`src/hdl/mgmt_regs_pkg.sv`:
```
// Constants for the per-port management register subset.
// Assumes a serial management controller on the clock and data pins.
// Summary of operation
// - Status bit 2 reads 1 while the port link is up, 0 after reset.
// - Status bits 1 and 0 always read 0.
// - Register 2 returns the fixed upper identifier; writes ignored.
// - Register 3 returns the fixed lower identifier; writes ignored.
// - Advert bit 10 is writable, resets to 1, offers pause when set.
// - Advert bit 8 is writable, resets to 1, offers 100 full duplex.
// - Advert bit 7 is writable, resets to 1, offers 100 half duplex.
// - Advert bit 6 is writable, resets to 1, offers 10 full duplex.
// - Advert bit 5 is writable, resets to 1, offers 10 half duplex.
// - Advert bits 4 to 0 always read 00001.
// - Partner bit 10 shows partner pause ability, resets to 0.
// - Partner bit 8 shows partner 100 full duplex, resets to 0.
// - Partner bit 7 shows partner 100 half duplex, resets to 0.
// - Partner bit 6 shows partner 10 full duplex, resets to 0.
// - Partner bit 5 shows partner 10 half duplex, resets to 0.
// - All other partner bits always read 0.
// - Ports answer addresses 1 to 5; only registers 0 to 5 exist.
package mgmt_regs_pkg;
   localparam int NUM_PORTS     = 5;
   localparam int PREAMBLE_ONES = 32;
   localparam int HDR_BITS      = 13;
   localparam int DATA_BITS     = 16;

   localparam logic [4:0] REG_CONTROL     = 5'h00;
   localparam logic [4:0] REG_STATUS      = 5'h01;
   localparam logic [4:0] REG_IDENT_UPPER = 5'h02;
   localparam logic [4:0] REG_IDENT_LOWER = 5'h03;
   localparam logic [4:0] REG_ADVERT      = 5'h04;
   localparam logic [4:0] REG_PARTNER     = 5'h05;
   localparam logic [4:0] REG_LAST        = 5'h05;

   localparam logic [4:0] PORT_ADDR_FIRST = 5'h01;
   localparam logic [4:0] PORT_ADDR_LAST  = 5'h05;

   localparam logic [1:0] OP_READ  = 2'h2;
   localparam logic [1:0] OP_WRITE = 2'h1;

   localparam int STATUS_LINK_BIT = 2;
   localparam int ABIL_PAUSE_BIT  = 10;
   localparam int ABIL_100FD_BIT  = 8;
   localparam int ABIL_100HD_BIT  = 7;
   localparam int ABIL_10FD_BIT   = 6;
   localparam int ABIL_10HD_BIT   = 5;

   localparam logic [15:0] ADV_WRITE_MASK = 16'h05e0;
   localparam logic [15:0] ADV_RESET      = 16'h05e1;
   localparam logic [4:0]  ADV_SELECTOR   = 5'h01;
   localparam logic [15:0] PARTNER_MASK   = 16'h05e0;
   localparam logic [15:0] PARTNER_RESET  = 16'h0000;

   typedef enum logic [1:0] {HUNT, HEADER, TURN, DATA} mgmt_state_t;
endpackage

```
`src/hdl/mgmt_sync2.sv`:
```
// Two-stage synchroniser for asynchronous pin levels.
// Assumes inputs may change at any time relative to clk_in.
`timescale 1ns/1ps
module mgmt_sync2 #(
   parameter int W = 1
)(
   // Clock and reset
   input  wire logic         clk_in,
   input  wire logic         rstn_in,
   // Levels
   input  wire logic [W-1:0] d_in,
   output logic [W-1:0]      q_out
);
   logic [W-1:0] meta_r;
   logic [W-1:0] sync_r;

   always_ff @(posedge clk_in)
   begin
      if (!rstn_in)
      begin
         meta_r <= '0;
         sync_r <= '0;
      end
      else
      begin
         meta_r <= d_in;
         sync_r <= meta_r;
      end
   end

   assign q_out = sync_r;
endmodule

```
`src/hdl/mdc_edge_detect.sv`:
```
// Rising edge finder for the synchronised management clock.
// Assumes level_in is already synchronised to clk_in.
`timescale 1ns/1ps
module mdc_edge_detect (
   // Clock and reset
   input  wire logic clk_in,
   input  wire logic rstn_in,
   // Level and edge
   input  wire logic level_in,
   output logic      rise_out
);
   logic prev_r;

   always_ff @(posedge clk_in)
   begin
      if (!rstn_in)
         prev_r <= 1'b0;
      else
         prev_r <= level_in;
   end

   // Same cycle as the data sample, so data stays aligned
   assign rise_out = level_in & ~prev_r;
endmodule

```
`src/hdl/mgmt_port_regs.sv`:
```
// Management register slave for five ports over the serial pins.
// Assumes port state inputs come from logic on clk_in.
`timescale 1ns/1ps
module mgmt_port_regs
   import mgmt_regs_pkg::*;
#(
   parameter logic [15:0] IDENT_UPPER = 16'h5a3c, // Arbitrary value
   parameter logic [15:0] IDENT_LOWER = 16'hc3a0  // Arbitrary value
)(
   // Clock and reset
   input  wire logic                   clk_in,
   input  wire logic                   rstn_in,
   // Management pins
   input  wire logic                   mdc_in,
   input  wire logic                   mdio_in,
   output logic                        mdio_out,
   output logic                        mdio_oe_out,
   // Port state from the transceivers
   input  wire logic [NUM_PORTS-1:0]    link_up_in,
   input  wire logic [NUM_PORTS-1:0]    partner_page_valid_in,
   input  wire logic [NUM_PORTS*16-1:0] partner_page_in,
   // Abilities offered during auto-negotiation
   output logic [NUM_PORTS*16-1:0]      local_advert_out
);
   typedef struct packed {
      mgmt_state_t                 st;
      logic [5:0]                  ones;
      logic [4:0]                  cnt;
      logic [12:0]                 hdr;
      logic                        hit;
      logic                        rd;
      logic [15:0]                 sh;
      logic                        out;
      logic                        oe;
      logic [NUM_PORTS-1:0]        lnk;
      logic [NUM_PORTS-1:0][15:0]  adv;
      logic [NUM_PORTS-1:0][15:0]  lp;
   } regs_state_t;

   localparam regs_state_t STATE_RESET = '{
      st:   HUNT,
      ones: 6'h00,
      cnt:  5'h00,
      hdr:  13'h0000,
      hit:  1'b0,
      rd:   1'b0,
      sh:   16'h0000,
      out:  1'b0,
      oe:   1'b0,
      lnk:  '0,
      adv:  {NUM_PORTS{ADV_RESET}},
      lp:   {NUM_PORTS{PARTNER_RESET}}
   };

   regs_state_t state_r;
   regs_state_t state_nxt;
   logic        mdc_s;
   logic        mdio_s;
   logic        mdc_rise;
   logic        ld;
   logic        hdr_done;
   logic        wr_commit;
   logic [15:0] wr_data;
   logic [2:0]  cur_pidx;
   logic [4:0]  cur_reg;

   // Pins cross into clk_in through two flops
   mgmt_sync2 #(
      .W (2)
   ) u_sync (
      .clk_in  (clk_in),
      .rstn_in (rstn_in),
      .d_in    ({mdc_in, mdio_in}),
      .q_out   ({mdc_s, mdio_s})
   );

   mdc_edge_detect u_edge (
      .clk_in   (clk_in),
      .rstn_in  (rstn_in),
      .level_in (mdc_s),
      .rise_out (mdc_rise)
   );

   function automatic logic [2:0] port_index(input logic [4:0] addr);
      logic [4:0] d;
      d = addr - PORT_ADDR_FIRST;
      return d[2:0];
   endfunction

   // Start bit, opcode, port and register all must match
   function automatic logic frame_hit(input logic [12:0] h);
      logic ok;
      ok = h[12] && (h[11:10] == OP_READ || h[11:10] == OP_WRITE);
      ok = ok && h[9:5] >= PORT_ADDR_FIRST && h[9:5] <= PORT_ADDR_LAST;
      ok = ok && h[4:0] <= REG_LAST;
      return ok;
   endfunction

   function automatic logic [15:0] read_word(input regs_state_t s,
                                             input logic [2:0]  p,
                                             input logic [4:0]  r);
      logic [15:0] w;
      w = 16'h0000;
      unique case (r)
         REG_STATUS:      w[STATUS_LINK_BIT] = s.lnk[p];
         REG_IDENT_UPPER: w = IDENT_UPPER;
         REG_IDENT_LOWER: w = IDENT_LOWER;
         REG_ADVERT:      w = s.adv[p];
         REG_PARTNER:     w = s.lp[p];
         default:         w = 16'h0000;
      endcase
      return w;
   endfunction

   assign cur_pidx = port_index(state_r.hdr[9:5]);
   assign cur_reg  = state_r.hdr[4:0];
   assign wr_data  = {state_r.sh[14:0], mdio_s};

   always_comb
   begin
      state_nxt = state_r;
      ld        = 1'b0;
      hdr_done  = 1'b0;
      wr_commit = 1'b0;
      state_nxt.lnk = link_up_in;
      for (int p = 0; p < NUM_PORTS; p++)
      begin
         if (partner_page_valid_in[p])
            state_nxt.lp[p] = partner_page_in[p*16 +: 16]
                              & PARTNER_MASK;
      end
      if (mdc_rise)
      begin
         unique case (state_r.st)
            HUNT:
            begin
               if (mdio_s)
               begin
                  if (state_r.ones != 6'(PREAMBLE_ONES))
                     state_nxt.ones = state_r.ones + 6'h01;
               end
               else
               begin
                  state_nxt.ones = 6'h00;
                  if (state_r.ones == 6'(PREAMBLE_ONES))
                  begin
                     state_nxt.st  = HEADER;
                     state_nxt.cnt = 5'h00;
                  end
               end
            end
            HEADER:
            begin
               state_nxt.hdr = {state_r.hdr[11:0], mdio_s};
               state_nxt.cnt = state_r.cnt + 5'h01;
               if (state_r.cnt == 5'(HDR_BITS - 1))
               begin
                  hdr_done      = 1'b1;
                  state_nxt.hit = frame_hit(state_nxt.hdr);
                  state_nxt.rd  = state_nxt.hdr[11:10] == OP_READ;
                  state_nxt.st  = TURN;
                  state_nxt.cnt = 5'h00;
               end
            end
            TURN:
            begin
               state_nxt.cnt = state_r.cnt + 5'h01;
               if (state_r.cnt == 5'h00)
               begin
                  // Drive the second turnaround bit low
                  if (state_r.hit && state_r.rd)
                  begin
                     ld            = 1'b1;
                     state_nxt.oe  = 1'b1;
                     state_nxt.out = 1'b0;
                     state_nxt.sh  = read_word(state_r, cur_pidx, cur_reg);
                  end
               end
               else
               begin
                  state_nxt.st  = DATA;
                  state_nxt.cnt = 5'h00;
                  if (state_r.hit && state_r.rd)
                  begin
                     state_nxt.out = state_r.sh[15];
                     state_nxt.sh  = {state_r.sh[14:0], 1'b0};
                  end
               end
            end
            DATA:
            begin
               state_nxt.cnt = state_r.cnt + 5'h01;
               if (state_r.rd)
               begin
                  if (state_r.cnt == 5'(DATA_BITS - 1))
                  begin
                     state_nxt.oe  = 1'b0;
                     state_nxt.out = 1'b0;
                  end
                  else
                  begin
                     state_nxt.out = state_r.sh[15];
                     state_nxt.sh  = {state_r.sh[14:0], 1'b0};
                  end
               end
               else
                  state_nxt.sh = wr_data;
               if (state_r.cnt == 5'(DATA_BITS - 1))
               begin
                  state_nxt.st   = HUNT;
                  state_nxt.ones = 6'h00;
                  // Only the ability bits take writes; identifiers stay
                  if (!state_r.rd && state_r.hit && cur_reg == REG_ADVERT)
                  begin
                     wr_commit = 1'b1;
                     state_nxt.adv[cur_pidx] =
                        (state_r.adv[cur_pidx] & ~ADV_WRITE_MASK)
                        | (wr_data & ADV_WRITE_MASK);
                  end
               end
            end
         endcase
      end
   end

   always_ff @(posedge clk_in)
   begin
      if (!rstn_in)
         state_r <= STATE_RESET;
      else
         state_r <= state_nxt;
   end

   assign mdio_out         = state_r.out;
   assign mdio_oe_out      = state_r.oe;
   assign local_advert_out = state_r.adv;

   // Checking helpers
   logic cur_link;
   logic sel_ok;
   logic lp_zero_ok;

   assign cur_link = state_r.lnk[cur_pidx];

   always_comb
   begin
      sel_ok     = 1'b1;
      lp_zero_ok = 1'b1;
      for (int p = 0; p < NUM_PORTS; p++)
      begin
         if (state_r.adv[p][4:0] != ADV_SELECTOR)
            sel_ok = 1'b0;
         if ((state_r.lp[p] & ~PARTNER_MASK) != 16'h0000)
            lp_zero_ok = 1'b0;
      end
   end
endmodule

```
`config.mk`:
```
export PLATFORM = sky130hd
export DESIGN_NAME = mgmt_port_regs
export DESIGN_NICKNAME = d
export VERILOG_FILES = /design/src/hdl/mgmt_regs_pkg.sv /design/src/hdl/mgmt_sync2.sv /design/src/hdl/mdc_edge_detect.sv /design/src/hdl/mgmt_port_regs.sv
export SDC_FILE = /design/constraint.sdc
export NUM_CORES = 1
export LEC_CHECK = 0
export BUFFER_PORTS_ARGS = -buffer_cell sky130_fd_sc_hd__buf_2
export CORE_ASPECT_RATIO = 0.8
export CORE_MARGIN = 3
export CORE_UTILIZATION = 25
export CTS_BUF_LIST = sky130_fd_sc_hd__clkbuf_16
export DETAILED_ROUTE_END_ITERATION = 7
export GPL_ROUTABILITY_DRIVEN = 0
export PLACE_DENSITY = 0.39
export SYNTH_ARGS = -nofsm -noshare
export SYNTH_HDL_FRONTEND = slang
export SYNTH_SLANG_ARGS = --single-unit
```
`constraint.sdc`:
```
create_clock -name clk_in -period 9.25 [get_ports clk_in]
set_input_delay 0.4625 -clock clk_in [delete_from_list [all_inputs] [get_ports clk_in]]
set_output_delay 0.4625 -clock clk_in [all_outputs]
set_load 0.02 [all_outputs]
```
==> flow_metrics.py, run 1 <==
metrics = {
    "pwr": {
        "switching_share_pct": 21.9,
        "net_switching_power_of_the_design_w": 0.000334,
        "power_per_cell_area_nw_per_um2": 178,
        "cellInternalPower_w": 0.00119,
        "clock_power_share_pct": 51.4,
        "peak_supply_drop_v": 0.000121,
        "power.combinational.fraction_pct": 2.7,
        "leakagePower_nw": 3.45,
        "seq_power_share_pct": 46.0,
    },
    "yosys": {
        "yosysWarnings": 0,
        "register_bit_count_reported_by_yosys": 160,
        "seq_area_frac_synth_pct": 42.4,
        "syn-mean-instance-area_um2": 9.09,
        "synthFlopType": "sky130_fd_sc_hd__dfxtp_1",
        "cell_area_after_technology_mapping_um2": 7550,
        "synth_edf_count": 0,
        "netlist.top_cell.by_area": "sky130_fd_sc_hd__dfxtp_1",
        "synth_top_cells_by_area": "sky130_fd_sc_hd__dfxtp_1 (42%), sky130_fd_sc_hd__mux2i_1 (9.1%), sky130_fd_sc_hd__buf_4 (8.1%)",
        "synth.lib_cells_used.distinct": 62,
        "syn-num-nets": 940,
        "async_flop_share_pct": 0,
        "postSynthCellCount": 831,
        "yosysTopAreaCellShare_pct": 42.4,
    },
    "worst_setup_path": {
        "crit_path_end_kind": "flip-flop",
        "startpoint_type": "flip-flop",
        "largest_delay_share_family_worst_path": "simple AND/OR/NAND/NOR gates",
        "data_arrival_time_of_the_critical_path_ns": 3.49,
        "max_stage_delay_ns": 0.65,
        "cpMaxStageDelayCell": "sky130_fd_sc_hd__nor2_1",
        "crit_chain": "inv_1 -> ha_1 -> xor2_2 -> buf_4 -> nor2_1 -> and3_1 -> mux2i_1 -> nand2_1",
        "worst_path_buffer_plus_inverter_count": 2,
        "cp.required_ns": 9.55,
        "setup.worst_path.class": "flip-flop to flip-flop",
        "cp_max_fo": 26,
    },
    "timing": {
        "totalNegativeSetupSlack_ns": 0,
        "report.final.hold_viol_count": 0,
        "worst_pin_slew_ns": 0.996,
        "final_slew_viol_count": 0,
        "post-route-period-util_pct": 34.5,
        "timing.slew.headroom_pct": 33.4,
        "worst_clock_skew_ns": 0.00883,
        "setup_violations": 0,
        "post-route-min-period_ns": 3.19,
        "rsz_0062_raised_after_global_routing": "false",
        "fmax_ghz": 0.313,
    },
    "die": {
        "die_footprint_um2": 32300,
        "rows": 56,
        "fp.dieW_um": 200,
        "initial_core_util_pct": 25.6,
        "fp.dieH_um": 161,
        "num_io_pins": 176,
        "core-area_um2": 29500,
    },
    "grt": {
        "grt_usage_pct": 13.4,
        "antenna_found_initial": 0,
        "grt_max_degree": 76,
        "grt_pass1_vias": 5685,
        "grt.overflow.total": 0,
        "grt_first_pass_wirelength_mm": 34.0,
    },
    "cells_and_area": {
        "area_delta_synth_final_pct": 13.5,
        "largest_reg_flops": 80,
        "final_nets": 957,
        "insertedDiodeCount": 0,
        "final_standard_cell_count_with_taps_included_and_fillers_excluded": 1267,
        "post_route_cells_drive_above_1_share_pct": 22.1,
        "final_util_pct": 29.1,
    },
    "drt": {
        "dr_total_vias": 5562,
        "wl_per_cell_um": 17.0,
        "detail_route.first_pass.iterations": 5,
        "drt_first_iter_violations": 343,
        "detail_route.vias_per_cell": 4.39,
        "route.antenna.remaining_nets": 0,
        "drt_drc_violations_left": 0,
        "drt-total-wl_mm": 21.6,
    },
    "flow_run": {
        "cap_viol_max_count": 0,
    },
    "clock_network": {
        "clkSinkCount": 160,
        "post_cts.resized_instances": 0,
        "cts_setup_buffers": 0,
        "h-tree-depth": 4,
        "worst_setup_hold_path_clk_slew_ns": 0.07,
        "root_buffer": "sky130_fd_sc_hd__clkbuf_16",
        "clkLatencyLatePin_ns": 0.43,
        "cts_hold_buf": 0,
        "cts-root-to-sink-buffers": 2,
        "clock_tree_from_tritoncts": "done",
        "cts_buffers": 17,
    },
    "status": {
        "result_of_the_run": "complete, no violations",
    },
    "place": {
        "placement.io_buffers": 120,
        "place.detailed.hpwl_mm": 15.0,
        "place_inst": 1235,
    },
    "hold_path": {
        "worstHoldPathType": "primary input to flip-flop",
    },
}
[cells by family (layout without fill, tap and decap cells)]
logic type                 after synthesis  after routing  synth area share, %
muxes                                   88             88                 12.3
DFF                                    160            160                 42.4
buffers and inverters                  146            176                 11.5
and+or+nand+nor                        269            269                 18.5
adders and majority gates               15             15                 2.49
xor gates and xnor gates                 8              8                0.928
AOI/OAI and AO/OA                      145            145                 11.9
[layer usage]
metal / routed length [um] / GRT usage [%]
met5: 0 / 0
met4: 274 / 3.35
met3: 1150 / 3.91
met2: 8820 / 19.4
met1: 11300 / 19.6
[through the flow]
stage / hold WS, ns / area, um2 / power (W) / setup slack, ns
after global routing: 0.239 / 8570 / 0.00159 / 5.78
after floorplan: 0.412 / 7550 / 0.000742 / 6.27
after global placement: 0.420 / 7930 / 0.000759 / 6.09
after detailed placement: 0.426 / 7930 / 0.000759 / 6.04
final: 0.243 / 8570 / 0.00153 / 6.06
after CTS: 0.225 / 8570 / 0.00155 / 6.02
[path summary, 6_finish.rpt]
kind         slack, ns             start              endpoint  depth (start not counted)
min reg2reg       0.44  u_sync.meta_r[1]       u_sync.q_out[1]                          1
min               0.24     link_up_in[0]          state_r[160]                          2
max               6.06      state_r[190]  local_advert_out[53]                          8
max reg2reg       6.06      state_r[190]  local_advert_out[53]                          8
[Yosys cell counts (all sizes together) (9+ instances only)]
cell type,count
nor2,49
mux2i,69
and3,9
clkbuf,39
buf,91
nand2,87
mux2,17
nand3,16
a21oi,42
a31oi,14
dfxtp,160
and2,63
inv,15
o21ai,44
ha,15
[layout make-up]
class / count / area [um2]
fill: 3146 / 20900
timing repair buffer: 128 / 661
multi-input combinational: 525 / 3490
inverter: 16 / 60.1
clock inverter: 15 / 216
sequential: 160 / 3200
tap: 406 / 508
clock buffer: 17 / 425
[power by group through the flow]
stage / clock network [W] / registers, W / logic (W)
after floorplan: 0 / 0.000716 / 0.0000258
after global placement: 0 / 0.000717 / 0.0000418
after detailed placement: 0 / 0.000717 / 0.0000417
after CTS: 0.000807 / 0.000702 / 0.0000419
after global routing: 0.000838 / 0.000702 / 0.0000463
final: 0.000784 / 0.000702 / 0.0000409
[placed cells by master, fill, tap and decap left out, types with 4 or more instances in the layout]
cell type / instances
sky130_fd_sc_hd__clkbuf_16: 17
sky130_fd_sc_hd__a21oi_1: 42
sky130_fd_sc_hd__bufinv_16: 5
sky130_fd_sc_hd__a31oi_1: 14
sky130_fd_sc_hd__a221o_1: 5
sky130_fd_sc_hd__nand2_1: 87
sky130_fd_sc_hd__a211oi_1: 4
sky130_fd_sc_hd__nand3_1: 16
sky130_fd_sc_hd__o21ai_0: 44
sky130_fd_sc_hd__ha_1: 15
sky130_fd_sc_hd__a221oi_1: 4
sky130_fd_sc_hd__nand2b_1: 5
sky130_fd_sc_hd__inv_1: 16
sky130_fd_sc_hd__buf_4: 8
sky130_fd_sc_hd__xor2_1: 5
sky130_fd_sc_hd__nor2b_1: 4
sky130_fd_sc_hd__mux2i_1: 69
sky130_fd_sc_hd__o22ai_1: 5
sky130_fd_sc_hd__buf_2: 120
sky130_fd_sc_hd__and3_1: 9
sky130_fd_sc_hd__nor2_1: 49
sky130_fd_sc_hd__mux2_2: 17
sky130_fd_sc_hd__and2_1: 63
sky130_fd_sc_hd__nor3b_1: 5
sky130_fd_sc_hd__a22oi_1: 4
sky130_fd_sc_hd__nand4_1: 6
sky130_fd_sc_hd__dfxtp_1: 159
No activity file was read; power rests on OpenSTA's default activity.
==> run 2: changes to the inputs <==
==> constraint.sdc (replaced) <==
create_clock -name clk_in -period 3.3 [get_ports clk_in]
set_input_delay 0.165 -clock clk_in [delete_from_list [all_inputs] [get_ports clk_in]]
set_output_delay 0.165 -clock clk_in [all_outputs]
set_load 0.02 [all_outputs]
==> flow_metrics.py, run 2 (synthesis results as in run 1) <==
metrics = {
    "grt": {
        "grt_max_degree": 47,
        "antenna_found_initial": 0,
        "grt.overflow.total": 0,
        "grt_usage_pct": 13.5,
        "grt_first_pass_wirelength_mm": 34.0,
        "grt_pass1_vias": 5601,
    },
    "die": {
        "initial_core_util_pct": 25.6,
        "die_footprint_um2": 32300,
        "num_io_pins": 176,
        "core-area_um2": 29500,
        "fp.dieH_um": 161,
        "fp.dieW_um": 200,
        "rows": 56,
    },
    "flow_run": {
        "cap_viol_max_count": 0,
    },
    "cells_and_area": {
        "insertedDiodeCount": 0,
        "largest_reg_flops": 80,
        "most_frequent_standard_cell_in_the_layout_excluding_fill_and_tap_cells": "sky130_fd_sc_hd__dfxtp_1",
        "post_route_cells_drive_above_1_share_pct": 22.0,
        "multi_input_area_um2": 3490,
        "layout.cells.most_common_list": "sky130_fd_sc_hd__dfxtp_1 (159), sky130_fd_sc_hd__buf_2 (120), sky130_fd_sc_hd__nand2_1 (87), sky130_fd_sc_hd__mux2i_1 (69), sky130_fd_sc_hd__and2_1 (63)",
        "final_nets": 995,
        "n_fill_cell": 3156,
        "area_delta_synth_final_pct": 17.5,
        "area_occupied_by_registers_um2": 3200,
    },
    "timing": {
        "report.final.hold_viol_count": 0,
        "final.setup.worst_slack_ns": 0.719,
        "timing.slew.headroom_pct": 36.7,
        "final_slew_viol_count": 0,
        "worst_pin_slew_ns": 0.937,
        "post-route-period-util_pct": 78.2,
        "setup_violations": 0,
        "totalNegativeSetupSlack_ns": 0,
        "worst_clock_skew_ns": 0.00921,
        "fmax_ghz": 0.387,
        "rsz_0062_raised_after_global_routing": "false",
        "post-route-min-period_ns": 2.58,
    },
    "drt": {
        "route.antenna.remaining_nets": 0,
        "wl_per_cell_um": 16.7,
        "detail_route.vias_per_cell": 4.34,
        "drt_first_iter_violations": 307,
        "dr_total_vias": 5666,
        "detail_route.first_pass.iterations": 4,
        "drt-total-wl_mm": 21.7,
        "drt_drc_violations_left": 0,
    },
    "worst_setup_path": {
        "startpoint_type": "flip-flop",
        "crit_chain": "inv_1 -> ha_1 -> nor4b_1 -> a41oi_1 -> o31ai_1 -> nor2_1",
        "setup.worst_path.class": "flip-flop to flip-flop",
        "cp_max_fo": 11,
        "max_stage_delay_ns": 0.84,
        "worst-r2r-cell-count": 6,
        "crit_path_end_kind": "flip-flop",
        "data_arrival_time_of_the_critical_path_ns": 2.87,
        "regToRegEndpoint": "state_r[202]",
        "timing.rr.start": "state_r[203]",
        "cp.required_ns": 3.59,
        "cpMaxStageDelayCell": "sky130_fd_sc_hd__o31ai_1",
        "reg2reg_slack_ns": 0.72,
    },
    "hold_path": {
        "worst_hold_path.num_cells": 3,
        "holdCritStartpoint": "partner_page_valid_in[3]",
        "worstHoldPathType": "primary input to flip-flop",
        "timing.hold.worst_endpoint": "state_r[58]",
    },
    "clock_network": {
        "clkSinkCount": 160,
        "cts-root-to-sink-buffers": 2,
        "worst_setup_hold_path_clk_slew_ns": 0.07,
        "h-tree-depth": 4,
        "cts_hold_buf": 32,
        "clkLatencyLatePin_ns": 0.44,
        "clock_tree_from_tritoncts": "done",
        "cts_buffers": 17,
        "root_buffer": "sky130_fd_sc_hd__clkbuf_16",
        "cts_setup_buffers": 0,
        "post_cts.resized_instances": 0,
    },
    "status": {
        "result_of_the_run": "complete, no violations",
    },
    "pwr": {
        "peak_supply_drop_v": 0.000356,
        "leakagePower_nw": 3.58,
        "report.power.total_w": 0.00409,
        "power_per_cell_area_nw_per_um2": 461,
    },
    "place": {
        "placement.io_buffers": 120,
        "detailedPlace.worstSlack_ns": 0.723,
        "place.detailed.hpwl_mm": 15.3,
    },
}
## run 2: cell types whose count changed in the layout (fill, tap and decap cells not counted), sizes merged
cell	change
dlygate4sd3	+32
buf	+6
bufinv	-4
inv	+3
clkinv	+2
clkinvlp	-1
## run 2: how the worst max path moves through the flow
stage	start	to	depth (start not counted)
finish	state_r[203]	state_r[202]	6
global route	state_r[203]	state_r[202]	6
CTS	state_r[203]	state_r[202]	6
detailed placement	state_r[203]	state_r[202]	6
global placement	state_r[203]	state_r[202]	6
floorplan	state_r[190]	local_advert_out[10]	11
## run 2: worst max-delay path, delay by kind of cell, from the launching register on
family          cells  cell delay, ns
compound gates      2            1.35
buf+inv             1            0.09
fa+ha+maj           1            0.14
flops               1            0.32
simple gates        2            0.55
## run 2: cell type report
type / instances / share of cell area, %
multi-input combinational: 525 / 39.4
sequential: 160 / 36.1
timing repair buffer: 166 / 11.6
tap: 406 / 5.73
clock buffer: 17 / 4.80
clock inverter: 15 / 1.72
inverter: 16 / 0.677
## run 2: metal layers
metal	GRT usage, %	vias to the layer above	share of wire, %
li1	-	2900	-
met1	19.9	2630	52
met2	18.9	118	41
met3	3.63	18	5.2
met4	4.69	0	1.6
met5	0	-	0
## run 2: power breakdown
part	switching, W	internal, W	total, W
logic	0.0000715	0.0000730	0.000144
registers	0.0000117	0.00195	0.00197
clock network	0.000918	0.00106	0.00198
## run 2: metrics by stage
| stage | cells | hold WS (ns) | area (um2) | util (%) |
|---|---|---|---|---|
| after CTS | 1305 | 0.0744 | 8870 | 30.1 |
| final | 1305 | 0.0953 | 8870 | 30.1 |
| after global placement | 1241 | 0.373 | 7970 | 27.0 |
| after floorplan | 831 | 0.292 | 7550 | - |
| after detailed placement | 1241 | 0.374 | 7970 | 27.0 |
| after global routing | 1305 | 0.100 | 8870 | 30.1 |
